$ cat config.mk
export PLATFORM = sky130hd
export DESIGN_NAME = tdp_pin_ctrl
export DESIGN_NICKNAME = d
export VERILOG_FILES = /design/src/pkg/tdp_pkg.sv /design/src/design/tdp_sync.sv /design/src/design/tdp_pin_ctrl.sv
export VERILOG_INCLUDE_DIRS = /design/src /design/src/pkg
export SDC_FILE = /design/constraint.sdc
export NUM_CORES = 1
export LEC_CHECK = 0
export BUFFER_PORTS_ARGS = -buffer_cell sky130_fd_sc_hd__buf_2
export CAP_MARGIN = 10
export CORE_ASPECT_RATIO = 1.75
export CORE_UTILIZATION = 58
export CTS_BUF_LIST = sky130_fd_sc_hd__clkbuf_8
export DETAILED_ROUTE_END_ITERATION = 8
export GPL_ROUTABILITY_DRIVEN = 0
export PLACE_DENSITY = 0.86
export SLEW_MARGIN = 40
export SYNTH_ARGS = -nofsm -noshare
export SYNTH_HDL_FRONTEND = slang
export SYNTH_SLANG_ARGS = --single-unit
$ cat constraint.sdc
create_clock -name clk -period 2.5 [get_ports clk]
set_input_delay 0.375 -clock clk [delete_from_list [all_inputs] [get_ports clk]]
set_output_delay 0.375 -clock clk [all_outputs]
set_load 0.01 [all_outputs]
$ cat src/pkg/tdp_params.svh
`ifndef TDP_PARAMS_SVH
`define TDP_PARAMS_SVH

// ----------------------------------------
// Reset values and pin levels
// ----------------------------------------
`define TDP_OE_OFF 1'b0
`define TDP_OE_ON 1'b1
`define TDP_LVL_LOW 1'b0
`define TDP_LVL_HIGH 1'b1
`define TDP_PINS_RST 8'h9b
`define TDP_DEF_NUM_CORES 2
`define TDP_MAX_CORES 8
`define TDP_STAT_BIT_CLK 1
`define TDP_STAT_BIT_DIN 0
`define TDP_GIO_CLK 0
`define TDP_GIO_DIN 1
`define TDP_GIO_DOUT 2

`endif

$ cat src/pkg/tdp_pkg.sv
`default_nettype none

package tdp_pkg;

    // ----------------------------------------
    // Shared pin function and mode types
    // ----------------------------------------
    typedef enum logic [1:0] {
        TDP_FN_DEBUG = 2'h0,
        TDP_FN_STATUS = 2'h1,
        TDP_FN_GPIO = 2'h2
    } tdp_fn_t;

    typedef enum logic [1:0] {
        TDP_ST_NORMAL = 2'h1,
        TDP_ST_DEBUG = 2'h2
    } tdp_mode_t;

    // Raw pin levels, all asynchronous to clk
    typedef struct packed {
        logic int_n;
        logic scan_shift_enable;
        logic test_mode_enable;
        logic debug_request_n;
        logic sys_reset_n;
        logic debug_bit_clock;
        logic debug_serial_in;
        logic debug_serial_out;
    } tdp_pins_t;

    // Pin configuration from the core
    typedef struct packed {
        tdp_fn_t clk_fn;
        tdp_fn_t din_fn;
        logic dout_gpio;
        logic [2:0] gpio_oe;
        logic [2:0] gpio_out;
        logic [1:0] chip_status;
    } tdp_cfg_t;

    // Drive of one shared pin
    typedef struct packed {
        logic out;
        logic oe;
    } tdp_drv_t;

endpackage : tdp_pkg

`default_nettype wire

$ cat src/design/tdp_sync.sv
`default_nettype none

module tdp_sync #(
    parameter int WIDTH = 1,
    parameter logic [WIDTH-1:0] RST_VAL = '0
) (
    input wire logic clk,
    input wire logic rst_b,
    input wire logic [WIDTH-1:0] d,
    output logic [WIDTH-1:0] q
);

    // ----------------------------------------
    // Two flop synchroniser
    // ----------------------------------------
    logic [WIDTH-1:0] meta_ff;
    logic [WIDTH-1:0] sync_ff;

    initial begin
        if (WIDTH < 1) begin
            $error("tdp_sync: WIDTH must be at least 1");
        end
    end

    always_ff @(posedge clk or negedge rst_b) begin
        if (!rst_b) begin
            meta_ff <= RST_VAL;
            sync_ff <= RST_VAL;
        end else begin
            meta_ff <= d;
            sync_ff <= meta_ff;
        end
    end

    assign q = sync_ff;

endmodule : tdp_sync

`default_nettype wire

$ cat src/design/tdp_pin_ctrl.sv
`include "tdp_params.svh"
`default_nettype none

// How it works
// - A low on the interrupt pin reaches the core interrupt A input.
// - Scan chains shift only while scan enable and test enable are high.
// - Test enable selects the crystal input as clock of every flop.
// - A low debug request moves the block into debug mode.
// - With the clock pin an input, its edges clock debug transfers.
// - With the data-in pin an input, it is sampled on clock rises.
// - As outputs, the clock pin shows status 1, data-in status 0.
// - The serial output pin carries debug data or general I/O 2.
// - Clock pin and data-in pin may serve as general I/O 0 and 1.
// - A low system reset pin resets all processors, except in the case below.
// - Reset with debug request low in debug mode resets the target.
module tdp_pin_ctrl #(
    parameter int NUM_CORES = `TDP_DEF_NUM_CORES,
    parameter int SEL_W = (NUM_CORES > 1) ? $clog2(NUM_CORES) : 1
) (
    input wire logic clk,
    input wire logic rst_b,
    input wire tdp_pkg::tdp_pins_t pins,
    input wire logic [SEL_W-1:0] debug_target_select,
    input wire tdp_pkg::tdp_cfg_t cfg,
    input wire logic dbg_tx_bit,
    input wire logic dbg_release,
    output logic core_interrupt_a_n,
    output logic scan_shift,
    output logic test_mode,
    output logic crystal_clock_sel,
    output logic debug_mode,
    output logic dbg_rx_bit,
    output logic dbg_rx_valid,
    output logic dbg_tx_take,
    output logic [2:0] general_io_in,
    output logic [NUM_CORES-1:0] proc_reset_n,
    output tdp_pkg::tdp_drv_t debug_bit_clock_drv,
    output tdp_pkg::tdp_drv_t debug_serial_in_drv,
    output tdp_pkg::tdp_drv_t debug_serial_out_drv
);

    // ----------------------------------------
    // State
    // ----------------------------------------
    typedef struct packed {
        tdp_pkg::tdp_mode_t mode;
        logic dbg;
        tdp_pkg::tdp_cfg_t cfg;
        logic bclk_prev;
        logic int_n;
        logic scan;
        logic test;
        logic xtal_sel;
        logic rx_bit;
        logic rx_valid;
        logic tx_bit;
        logic tx_take;
        logic [2:0] gio_in;
        logic [NUM_CORES-1:0] proc_rst_n;
        tdp_pkg::tdp_drv_t clk_drv;
        tdp_pkg::tdp_drv_t din_drv;
        tdp_pkg::tdp_drv_t dout_drv;
    } tdp_state_t;

    localparam tdp_pkg::tdp_cfg_t CFG_RST = '{
        clk_fn: tdp_pkg::TDP_FN_DEBUG,
        din_fn: tdp_pkg::TDP_FN_DEBUG,
        dout_gpio: `TDP_LVL_LOW,
        gpio_oe: {3{`TDP_OE_OFF}},
        gpio_out: {3{`TDP_LVL_LOW}},
        chip_status: {2{`TDP_LVL_LOW}}
    };

    localparam tdp_pkg::tdp_drv_t DRV_OFF = '{
        out: `TDP_LVL_LOW,
        oe: `TDP_OE_OFF
    };

    localparam tdp_state_t ST_RST = '{
        mode: tdp_pkg::TDP_ST_NORMAL,
        dbg: `TDP_LVL_LOW,
        cfg: CFG_RST,
        bclk_prev: `TDP_LVL_LOW,
        int_n: `TDP_LVL_HIGH,
        scan: `TDP_LVL_LOW,
        test: `TDP_LVL_LOW,
        xtal_sel: `TDP_LVL_LOW,
        rx_bit: `TDP_LVL_LOW,
        rx_valid: `TDP_LVL_LOW,
        tx_bit: `TDP_LVL_LOW,
        tx_take: `TDP_LVL_LOW,
        gio_in: {3{`TDP_LVL_LOW}},
        proc_rst_n: {NUM_CORES{`TDP_LVL_LOW}},
        clk_drv: DRV_OFF,
        din_drv: DRV_OFF,
        dout_drv: DRV_OFF
    };

    initial begin
        if (NUM_CORES < 1 || NUM_CORES > `TDP_MAX_CORES) begin
            $error("tdp_pin_ctrl: NUM_CORES out of range");
        end
        if (SEL_W < 1 || (1 << SEL_W) < NUM_CORES) begin
            $error("tdp_pin_ctrl: SEL_W too narrow");
        end
    end

    // ----------------------------------------
    // Pin synchronisers
    // ----------------------------------------
    tdp_pkg::tdp_pins_t pins_s;
    logic [SEL_W-1:0] sel_s;

    tdp_sync #(
        .WIDTH($bits(tdp_pkg::tdp_pins_t)),
        .RST_VAL(`TDP_PINS_RST)
    ) u_pin_sync (
        .clk(clk),
        .rst_b(rst_b),
        .d(pins),
        .q(pins_s)
    );

    tdp_sync #(
        .WIDTH(SEL_W),
        .RST_VAL('0)
    ) u_sel_sync (
        .clk(clk),
        .rst_b(rst_b),
        .d(debug_target_select),
        .q(sel_s)
    );

    // ----------------------------------------
    // Shared pin drive
    // ----------------------------------------
    function automatic tdp_pkg::tdp_drv_t pin_drive(
        input tdp_pkg::tdp_fn_t fn,
        input logic status_bit,
        input logic gpio_oe,
        input logic gpio_out
    );
        tdp_pkg::tdp_drv_t d;
        d = DRV_OFF;
        unique case (fn)
            tdp_pkg::TDP_FN_STATUS: begin
                d.out = status_bit;
                d.oe = `TDP_OE_ON;
            end
            tdp_pkg::TDP_FN_GPIO: begin
                d.out = gpio_out;
                d.oe = gpio_oe;
            end
            default: begin
                d = DRV_OFF;
            end
        endcase
        return d;
    endfunction : pin_drive

    // ----------------------------------------
    // Next state
    // ----------------------------------------
    tdp_state_t st_ff;
    tdp_state_t nxt_st;
    logic clk_is_dbg;
    logic bclk_rise;
    logic bclk_fall;
    logic in_debug;

    always_comb begin
        nxt_st = st_ff;
        nxt_st.cfg = cfg;
        in_debug = (st_ff.mode == tdp_pkg::TDP_ST_DEBUG);
        clk_is_dbg = (st_ff.cfg.clk_fn == tdp_pkg::TDP_FN_DEBUG);
        bclk_rise = clk_is_dbg && pins_s.debug_bit_clock
            && !st_ff.bclk_prev;
        bclk_fall = clk_is_dbg && !pins_s.debug_bit_clock
            && st_ff.bclk_prev;
        nxt_st.bclk_prev = pins_s.debug_bit_clock;

        nxt_st.int_n = pins_s.int_n;
        nxt_st.test = pins_s.test_mode_enable;
        nxt_st.xtal_sel = pins_s.test_mode_enable;
        nxt_st.scan = pins_s.test_mode_enable
            && pins_s.scan_shift_enable;

        unique case (st_ff.mode)
            tdp_pkg::TDP_ST_NORMAL: begin
                if (!pins_s.debug_request_n) begin
                    nxt_st.mode = tdp_pkg::TDP_ST_DEBUG;
                end
            end
            tdp_pkg::TDP_ST_DEBUG: begin
                if (dbg_release && pins_s.debug_request_n) begin
                    nxt_st.mode = tdp_pkg::TDP_ST_NORMAL;
                end
            end
            default: begin
                nxt_st.mode = tdp_pkg::TDP_ST_NORMAL;
            end
        endcase
        nxt_st.dbg = (nxt_st.mode == tdp_pkg::TDP_ST_DEBUG);

        // Debug serial transfers
        nxt_st.rx_valid = `TDP_LVL_LOW;
        nxt_st.tx_take = `TDP_LVL_LOW;
        if (in_debug && bclk_rise
            && st_ff.cfg.din_fn == tdp_pkg::TDP_FN_DEBUG) begin
            nxt_st.rx_bit = pins_s.debug_serial_in;
            nxt_st.rx_valid = `TDP_LVL_HIGH;
        end
        if (in_debug && bclk_fall) begin
            nxt_st.tx_bit = dbg_tx_bit;
            nxt_st.tx_take = `TDP_LVL_HIGH;
        end

        // Processor resets
        nxt_st.proc_rst_n = {NUM_CORES{`TDP_LVL_HIGH}};
        if (!pins_s.sys_reset_n) begin
            if (in_debug && !pins_s.debug_request_n) begin
                for (int i = 0; i < NUM_CORES; i++) begin
                    if (sel_s == SEL_W'(i)) begin
                        nxt_st.proc_rst_n[i] = `TDP_LVL_LOW;
                    end
                end
            end else begin
                nxt_st.proc_rst_n = {NUM_CORES{`TDP_LVL_LOW}};
            end
        end

        // Pin drive and general inputs
        nxt_st.clk_drv = pin_drive(st_ff.cfg.clk_fn,
            st_ff.cfg.chip_status[`TDP_STAT_BIT_CLK],
            st_ff.cfg.gpio_oe[`TDP_GIO_CLK],
            st_ff.cfg.gpio_out[`TDP_GIO_CLK]);
        nxt_st.din_drv = pin_drive(st_ff.cfg.din_fn,
            st_ff.cfg.chip_status[`TDP_STAT_BIT_DIN],
            st_ff.cfg.gpio_oe[`TDP_GIO_DIN],
            st_ff.cfg.gpio_out[`TDP_GIO_DIN]);
        if (st_ff.cfg.dout_gpio) begin
            nxt_st.dout_drv.out = st_ff.cfg.gpio_out[`TDP_GIO_DOUT];
            nxt_st.dout_drv.oe = st_ff.cfg.gpio_oe[`TDP_GIO_DOUT];
        end else begin
            nxt_st.dout_drv.out = nxt_st.tx_bit;
            nxt_st.dout_drv.oe = (nxt_st.mode == tdp_pkg::TDP_ST_DEBUG)
                ? `TDP_OE_ON : `TDP_OE_OFF;
        end
        nxt_st.gio_in[`TDP_GIO_CLK] = pins_s.debug_bit_clock;
        nxt_st.gio_in[`TDP_GIO_DIN] = pins_s.debug_serial_in;
        nxt_st.gio_in[`TDP_GIO_DOUT] = pins_s.debug_serial_out;
    end

    always_ff @(posedge clk or negedge rst_b) begin
        if (!rst_b) begin
            st_ff <= ST_RST;
        end else begin
            st_ff <= nxt_st;
        end
    end

    // ----------------------------------------
    // Outputs
    // ----------------------------------------
    assign core_interrupt_a_n = st_ff.int_n;
    assign scan_shift = st_ff.scan;
    assign test_mode = st_ff.test;
    assign crystal_clock_sel = st_ff.xtal_sel;
    assign debug_mode = st_ff.dbg;
    assign dbg_rx_bit = st_ff.rx_bit;
    assign dbg_rx_valid = st_ff.rx_valid;
    assign dbg_tx_take = st_ff.tx_take;
    assign general_io_in = st_ff.gio_in;
    assign proc_reset_n = st_ff.proc_rst_n;
    assign debug_bit_clock_drv = st_ff.clk_drv;
    assign debug_serial_in_drv = st_ff.din_drv;
    assign debug_serial_out_drv = st_ff.dout_drv;

endmodule : tdp_pin_ctrl

`default_nettype wire

==> results of run 1 <==
[cells in the mapped netlist, types with 2 or more instances]
cell | number | area, µm²
a21oi_1 | 3 | 15.0
a22oi_1 | 3 | 22.5
a31o_2 | 2 | 17.5
buf_4 | 12 | 90.1
dfrtp_1 | 40 | 1000
dfstp_2 | 12 | 315
ha_1 | 9 | 113
inv_1 | 8 | 30.0
mux2_2 | 2 | 22.5
nor2_1 | 3 | 11.3
nor2b_1 | 5 | 31.3
[metrics by stage]
stage                     hold WS (ns)  instances  setup WS, ns  total power [W]
after floorplan                 0.0794        108         0.824          0.00115
after global placement           0.291        170         0.797          0.00120
after detailed placement         0.294        170         0.741          0.00123
after CTS                        0.158        179         0.716          0.00182
after global routing             0.154        179         0.661          0.00190
final                            0.167        179         0.708          0.00180
[cell families (layout without fill, tap and decap cells)]
| group | after synthesis | in the layout | synth area share (%) |
|---|---|---|---|
| buffers and inverters | 20 | 63 | 6.90 |
| adder cells (fa/ha/maj) | 9 | 9 | 6.47 |
| multiplexers | 3 | 3 | 2.16 |
| AO/OA/AOI/OAI | 12 | 12 | 4.67 |
| flip-flops | 52 | 52 | 75.6 |
| AND/OR/NAND/NOR | 12 | 12 | 4.17 |
[power breakdown]
| group | internal [W] | switching, W | leakage, nW |
|---|---|---|---|
| Combinational | 0.000109 | 0.000137 | 0.373 |
| Sequential | 0.000932 | 0.0000361 | 0.615 |
| Clock | 0.000353 | 0.000236 | 0.0645 |
| Total | 0.00139 | 0.000410 | 1.05 |
[state kept, by name, summed over array words and instances, names as in the netlist, 2 cells and up]
signal and count:
st_ff 16, u_pin_sync.meta_ff 8, u_pin_sync.q 8, general_io_in 3, debug_bit_clock_drv 2, debug_serial_in_drv 2
debug_serial_out_drv 2, proc_reset_n 2
[worst max-delay path, cell delays in order, from the launching register on]
cell and delay [ns]:
dfstp_2 0.57, inv_1 0.07, ha_1 0.25, and4b_4 0.23, mux2_4 0.30, mux2_2 0.26
[cell type report]
type / count / area, µm²
timing repair buffer: 47 / 245
fill: 205 / 838
sequential: 52 / 1320
inverter: 8 / 30.0
tap: 28 / 35.0
clock inverter: 1 / 30.0
multi-input combinational: 36 / 304
clock buffer: 7 / 96.3
[final timing paths]
path | end | slack, ns | depth (start not counted)
worst max-delay path | debug_serial_out_drv[1] | 0.71 | 5
worst min-delay path | u_pin_sync.meta_ff[3] | 0.17 | 1
worst max register to register | debug_serial_out_drv[1] | 0.71 | 5
worst min register to register | u_pin_sync.q[4] | 0.35 | 0
max in group asynchronous | u_pin_sync.q[0] | 1.34 | 3
min in group asynchronous | proc_reset_n[1] | 0.50 | 2
[per-layer routing]
metal / global-route usage, % / vias up / routed length, µm
met2: 26.1 / 30 / 1270
met5: 0 / - / 0
li1: - / 421 / -
met3: 5.58 / 6 / 117
met4: 11.8 / 0 / 64
met1: 17.0 / 407 / 777
==> metrics.csv, run 1 <==
stage,metric,value,unit
outcome,outcome,"complete, but fails checks",
outcome,violations,DRC,
sta,rsz0062_at_grt,false,
layout,stdcell_area,2060,µm²
placement,io_buffers,44,
placement,dpl.hpwl,1.72,mm
clock_tree,clk_latency,0.30,ns
grt,grt_pass1_vias,867,
grt,grt_pass1_wl,3.61,mm
power,max-vdd-ir-drop,0.630,mV
setup_path,worstPathMaxFanout,4,
layout,final_common_cell,buf_2,
synth,yosysSeqAreaShare,75.6,%
clock_tree,numCtsBuffers,5,
setup_path,worstSetupPathType,flop to flop,
sta,fin_worst_skew,0.0106,ns
setup_path,crit_start,st_ff[34],
sta,max_clock_freq,558,MHz
setup_path,crit_arrival,1.98,ns
layout,final_cell_mix,"44 x buf_2, 40 x dfrtp_1, 12 x dfstp_2",
setup_path,end_kind,flop,
sta,setup_tns,0,ns
routing,routed-via-count,864,
die,dieArea,3230,µm²
placement,place_area,1920,µm²
sta,finalHoldViolations,0,
min_path,min_from,pins[3],
layout,nets,185,
synth,synthesis.area,1740,µm²
setup_path,timing.rr.start,st_ff[34],
layout,syn2layout_area_growth,18.2,%
routing,drt-total-wl,2.23,mm
clock_tree,cts.sinks,52,
clock_tree,path_clk_slew,0.09,ns
synth,synth_fp_nets,143,
synth,syn_inst,108,
clock_tree,cts_root_buf,clkbuf_8,
synth,ys_warn_count,0,
die,rows,26,
setup_path,critPathRequiredTime,2.69,ns
routing,drt_first_pass_iters,6,
layout,drive_gt1_share,47.7,%
min_path,hp-class,input port to flop,
sta,relSlewSlack,73.3,%
clock_tree,post_cts_resized,0,
grt,grt_usage,16.1,%
routing,route.detailed.drc,6,
synth,synthFlopType,dfrtp_1,
clock_tree,hold_buffers,1,
layout,fin_util,71.0,%
setup_path,cp-start-kind,flop,
clock_tree,post_cts_buffers,0,
die,start_util,60.1,%
routing,ant_nets,0,
grt,antenna_found_initial,0,
run,maxCapViolCount,0,
clock_tree,cts_htree_levels,2,
die,die_w,43.4,µm
die,die_y,74.5,µm
synth,synth-edff-count,0,
routing,wire_per_inst,12.5,µm
sta,setup_viol,0,
power,p_per_area,877,nW/µm²
grt,grt_max_degree,25,
power,p_leak,1.05,nW
synth,synth.distinct_cells,20,
sta,fin_crit_sh,71.7,%
routing,initialDrtViolationCount,13,
routing,viasPerCell,4.83,
grt,gr-total-overflow,0,
synth,synthArstFlopShare,100,%
layout,diodes,0,
clock_tree,cts_tree,done,
die,pin_count,45,
sta,worstMarginPinSlew,0.397,ns
die,design.core.area,2900,µm²
sta,drv_slew,0,
synth,synth-seq-cells,52,
clock_tree,cts_max_path_buffers,2,
sta,min_period,1.79,ns
synth,syn-mean-instance-area,16.1,µm²
Power figures use the tool's default switching activity.
==> inputs of run 2 (changes only) <==
Settings changed: CORE_UTILIZATION 58 to 48, PLACE_DENSITY 0.86 to 0.76.
Clock period 2.5 ns to 1.5 ns, I/O delays scaled along.
==> run 2 against run 1 <==
Compared with the run above: the flow finishes with violations (setup timing); via count rose by 8.0%; clock power rose by 120%; wire length rose by 20%; cell area rose by 9.9%; worst setup slack got worse by 0.81 ns; core utilization fell by 5.2 points; fmax rose by 12%; register-to-register slack got worse by 0.81 ns; power rose by 100%; combinational power rose to 2.9 times the previous value; non-clock buffer count rose by 10; critical path depth did not move; largest cell class unchanged; largest power group unchanged.
==> metrics.csv, run 2 (synthesis gave the netlist of run 1 again) <==
stage,metric,value,unit
outcome,outcome,"complete, but fails checks",
outcome,violations,setup timing,
clock_tree,cts_root_buf,clkbuf_8,
die,die_w,47.5,µm
clock_tree,path_clk_slew,0.09,ns
grt,grt_pass1_vias,934,
layout,instances_no_fill,206,
setup_path,worstSetupPathType,flop to flop,
placement,dp.cells,194,
placement,place_ws,-0.0868,ns
power,p_leak,1.13,nW
routing,routed-via-count,933,
die,start_util,50.7,%
grt,grt_max_degree,53,
setup_path,end_kind,flop,
layout,final_cell_mix,"44 x buf_2, 40 x dfrtp_1, 12 x dfstp_2",
sta,min_period,1.60,ns
die,pin_count,45,
sta,fin_worst_skew,0.00800,ns
min_path,min_path_cells,1,
layout,largest_register_ffs,16,
sta,rsz0062_at_grt,true,
placement,io_buffers,44,
routing,wire_per_inst,13.0,µm
setup_path,critPathRequiredTime,1.69,ns
sta,drv_slew,0,
run,maxCapViolCount,0,
clock_tree,cts_max_path_buffers,2,
clock_tree,cts_tree,done,
clock_tree,cts.sinks,52,
sta,max_clock_freq,624,MHz
grt,gr-max-usage-layer,met2,
sta,worst_slack,-0.104,ns
die,dieArea,3880,µm²
setup_path,worstPathMaxFanout,2,
routing,drt-total-wl,2.68,mm
sta,fin_crit_sh,107,%
min_path,min_from,pins[4],
layout,diodes,0,
routing,ant_nets,0,
grt,grt_pass1_wl,4.12,mm
layout,nets,195,
setup_path,cp-start-kind,flop,
layout,drive_gt1_share,55.3,%
die,rows,28,
power,p_per_area,1590,nW/µm²
layout,final_common_cell,buf_2,
setup_path,reg2reg_slack,-0.10,ns
grt,grt_usage,16.2,%
routing,initialDrtViolationCount,13,
layout,nFillCells,270,
clock_tree,cts_htree_levels,2,
clock_tree,numCtsBuffers,5,
min_path,hold_end,u_pin_sync.meta_ff[4],
sta,worstMarginPinSlew,0.261,ns
placement,dpl.hpwl,1.89,mm
power,max-vdd-ir-drop,0.984,mV
layout,regMostFlops,st_ff,
setup_path,timing.rr.start,st_ff[34],
grt,grtUsageMet2,28.9,%
layout,syn2layout_area_growth,29.8,%
sta,relSlewSlack,82.6,%
sta,setup_tns,-0.170,ns
sta,finalHoldViolations,0,
grt,grt.met1_usage,15.0,%
setup_path,crit_arrival,1.80,ns
setup_path,r2r-end,debug_serial_out_drv[1],
routing,drt_first_pass_iters,3,
setup_path,worstRegToRegCells,5,
routing,route.detailed.drc,0,
grt,antenna_found_initial,0,
sta,setup_viol,4,
clock_tree,clk_latency,0.30,ns
min_path,hp-class,input port to flop,
grt,gr-total-overflow,0,
die,die_y,81.7,µm
grt,grt_util_met3,5.71,%
routing,viasPerCell,4.53,
die,design.core.area,3430,µm²
-- run 2: cell types whose count changed in the layout (fill, tap and decap cells not counted), sizes merged --
cell	before	now
buf	46	54
dlygate4sd3	1	3
clkbuf	7	5
bufinv	1	3
-- run 2: layer usage --
layer	vias to the layer above	share of wire, %
met4	0	1.8
li1	441	-
met3	5	4.6
met2	26	61
met5	-	0
met1	461	33
-- run 2: report_power, final --
part	leakage [nW]	switching [W]	internal, W
registers	0.615	0.0000558	0.00155
clock network	0.0784	0.000435	0.000833
logic	0.436	0.000341	0.000380
total	1.13	0.000832	0.00277
-- run 2: worst max-delay path by stage --
| stage | start | to | cells after the start |
|---|---|---|---|
| after floorplan | st_ff[34] | debug_serial_out_drv[1] | 5 |
| after global placement | st_ff[34] | debug_serial_out_drv[1] | 5 |
| after detailed placement | st_ff[34] | debug_serial_out_drv[1] | 5 |
| after CTS | st_ff[34] | debug_serial_out_drv[1] | 5 |
| after global routing | st_ff[34] | debug_serial_out_drv[1] | 5 |
| final | st_ff[34] | debug_serial_out_drv[1] | 5 |
-- run 2: critical path: stages (launching register included) --
cell and delay [ns]:
dfstp_2 0.55, inv_2 0.05, ha_4 0.15, and4b_4 0.18, mux2_4 0.30, mux2_4 0.26
-- run 2: through the flow --
stage	total power [W]	util (%)	hold slack (ns)	instance area, µm²
finish	0.00360	65.8	0.0179	2260
global route	0.00379	65.8	0.000146	2260
CTS	0.00350	64.1	0.00574	2200
detailed placement	0.00219	58.8	0.232	2020
global placement	0.00215	58.8	0.224	2020
floorplan	0.00193	-	-0.0706	1750
-- run 2: final cells by class --
cell class	count	area [µm²]	area share, %
Inverter	8	30.0	1.33
Multi-Input combinational cell	36	357	15.8
Clock inverter	3	90.1	3.99
Sequential cell	52	1320	58.3
Tap cell	45	56.3	2.49
Timing Repair Buffer	57	342	15.1
Clock buffer	5	68.8	3.05
-- run 2: repair_timing --
action	CTS	global route
resized for setup	2	8
cloned	0	0
hold buffers	1	2
endpoints found under the hold margin	40	2
endpoints found under the setup margin	4	4
pin swaps	1	6
setup buffers	0	1
==> inputs of run 3 (changes only) <==
Clock period 1.5 ns to 1.4 ns, I/O delays scaled along.
==> run 3 against run 2 <==
Compared with the run above: the flow still finishes with violations (setup timing); register-to-register slack worse by 0.13 ns; sequential share of layout area is 1.7 points lower; die area stayed put; core utilization is 2.0 points higher; cell count is 2.9% higher; global-route usage is 0.31 points lower; fmax is 1.7% lower; via count is 4.4% higher; hold slack better by 0.0020 ns; clock skew is 0.0016 ns lower; first-iteration DRC count is 7.7% lower; largest cell class unchanged.
==> metrics.csv, run 3 (synthesis gave the netlist of run 1 again) <==
stage,metric,value,unit
routing,viasPerCell,4.59,
sta,worstMarginPinSlew,0.260,ns
grt,grt_pass1_wl,4.12,mm
routing,wire_per_inst,13.0,µm
power,power_frac_clock,25.8,%
setup_path,cp_slowest_cell,dfstp_2,
die,dieArea,3880,µm²
grt,grt_pass1_vias,1041,
setup_path,cpPeakStageDelay,0.55,ns
sta,drv_slew,0,
routing,routed-via-count,974,
run,maxCapViolCount,0,
setup_path,crit_arrival,1.83,ns
setup_path,end_kind,flop,
clock_tree,cts_root_buf,clkbuf_8,
sta,fin_crit_sh,116,%
layout,final_cell_mix,"44 x buf_2, 40 x dfrtp_1, 12 x dfstp_2",
power,p_int,0.00277,W
routing,route.detailed.drc,0,
placement,place_area,2020,µm²
clock_tree,cts_tree,done,
sta,max_clock_freq,613,MHz
setup_path,worstPathMaxFanout,2,
layout,final_common_cell,buf_2,
layout,regArea,1320,µm²
power,switching_share,26.5,%
layout,fin_util,67.8,%
sta,finalHoldViolations,0,
die,die_w,47.5,µm
die,start_util,50.7,%
sta,min_period,1.63,ns
clock_tree,numCtsBuffers,5,
sta,setup_tns,-1.10,ns
layout,multiInputGateArea,413,µm²
die,die_y,81.7,µm
power,p_leak,1.14,nW
setup_path,critPathRequiredTime,1.60,ns
power,max-vdd-ir-drop,1.37,mV
layout,nets,201,
power,seqPwrFrac,46.1,%
sta,relSlewSlack,82.7,%
routing,ant_nets,0,
sta,rsz0062_at_grt,true,
grt,grt_max_degree,53,
clock_tree,path_clk_slew,0.09,ns
setup_path,worstSetupPathType,flop to flop,
layout,instances_no_fill,212,
routing,drt-total-wl,2.76,mm
power,p_per_area,1620,nW/µm²
layout,diodes,0,
outcome,violations,setup timing,
die,rows,28,
routing,initialDrtViolationCount,12,
grt,gr-total-overflow,0,
sta,fin_worst_skew,0.00638,ns
clock_tree,cts_max_path_buffers,2,
sta,worst_slack,-0.231,ns
power,p_sw,0.000997,W
placement,dpl.hpwl,1.94,mm
placement,dp.cells,194,
clock_tree,cts_htree_levels,2,
setup_path,cp-start-kind,flop,
setup_path,path_cells,"inv_2, buf_4, buf_6, ha_4, a21oi_4, o21ai_2, o31ai_2",
die,design.core.area,3430,µm²
power,power,0.00377,W
grt,antenna_found_initial,0,
power,combPwrFrac,28.1,%
clock_tree,cts.sinks,52,
layout,nFillCells,277,
grt,grt_usage,15.9,%
min_path,hp-class,input port to flop,
layout,syn2layout_area_growth,33.7,%
sta,setup_viol,8,
routing,drt_first_pass_iters,2,
clock_tree,clk_latency,0.29,ns
layout,regMostFlops,st_ff,
die,pin_count,45,
layout,largest_register_ffs,16,
placement,io_buffers,44,
layout,stdcell_area,2330,µm²
outcome,outcome,"complete, but fails checks",
layout,drive_gt1_share,56.9,%
[run 3: cell types whose count changed in the layout (fill, tap and decap cells not counted), sizes merged]
cell         delta
clkinvlp        +1
buf             +2
bufinv          -2
clkinv          +1
dlygate4sd3     +4
[run 3: path summary, 6_finish.rpt]
path | from | to | slack, ns | cells past startpoint
min reg2reg | u_pin_sync.meta_ff[4] | u_pin_sync.q[4] | 0.35 | 0
max in group asynchronous | rst_b | u_pin_sync.meta_ff[1] | 0.69 | 3
min | pins[2] | u_pin_sync.meta_ff[2] | 0.02 | 1
max reg2reg | st_ff[34] | debug_serial_out_drv[0] | -0.23 | 7
max | st_ff[34] | debug_serial_out_drv[0] | -0.23 | 7
min in group asynchronous | rst_b | proc_reset_n[1] | 0.42 | 3
[run 3: power groups by stage]
stage	sequential, W	combinational (W)	clock (W)
6_report	0.00174	0.00106	0.000971
3_5_place_dp	0.00175	0.000623	0
4_1_cts	0.00173	0.000824	0.00101
5_1_grt	0.00175	0.00114	0.00107
2_1_floorplan	0.00176	0.000309	0
3_3_place_gp	0.00174	0.000564	0
[run 3: area by class of cell]
cell class                      instances  share of cell area (%)
Sequential cell                        52                    56.6
Multi-Input combinational cell         36                    17.7
Timing Repair Buffer                   63                    17.2
Clock buffer                            5                    2.96
Tap cell                               45                    2.42
Clock inverter                          3                    1.83
Inverter                                8                    1.29
[run 3: metrics by stage]
| stage | setup WS, ns | hold slack (ns) |
|---|---|---|
| floorplan | -0.180 | -0.0856 |
| global placement | -0.151 | 0.208 |
| detailed placement | -0.236 | 0.223 |
| CTS | -0.194 | 0.00131 |
| global route | -0.289 | 0.00264 |
| finish | -0.231 | 0.0198 |
[run 3: critical path, delay by kind of cell (launching register included)]
| kind | cells | cell delay, ns |
|---|---|---|
| flip-flops | 1 | 0.55 |
| buffers and inverters | 3 | 0.29 |
| adder cells (fa/ha/maj) | 1 | 0.24 |
| AO/OA/AOI/OAI | 3 | 0.46 |
[run 3: metal layers]
metal	part of all wire (%)	vias up	track usage, %	routed length (µm)
met2	61	26	29.5	1670
met5	0	-	0	0
met4	2.3	0	10.6	63
met3	4.1	6	4.62	113
met1	33	486	13.1	910
li1	-	456	-	-
[run 3: timing repair]
item	4_1_cts	5_1_grt
gates resized for setup	10	11
hold endpoints to repair	44	2
setup buffers	1	2
pin swaps	6	7
setup endpoints to repair	6	6
cloned	0	0
hold buffers	5	2
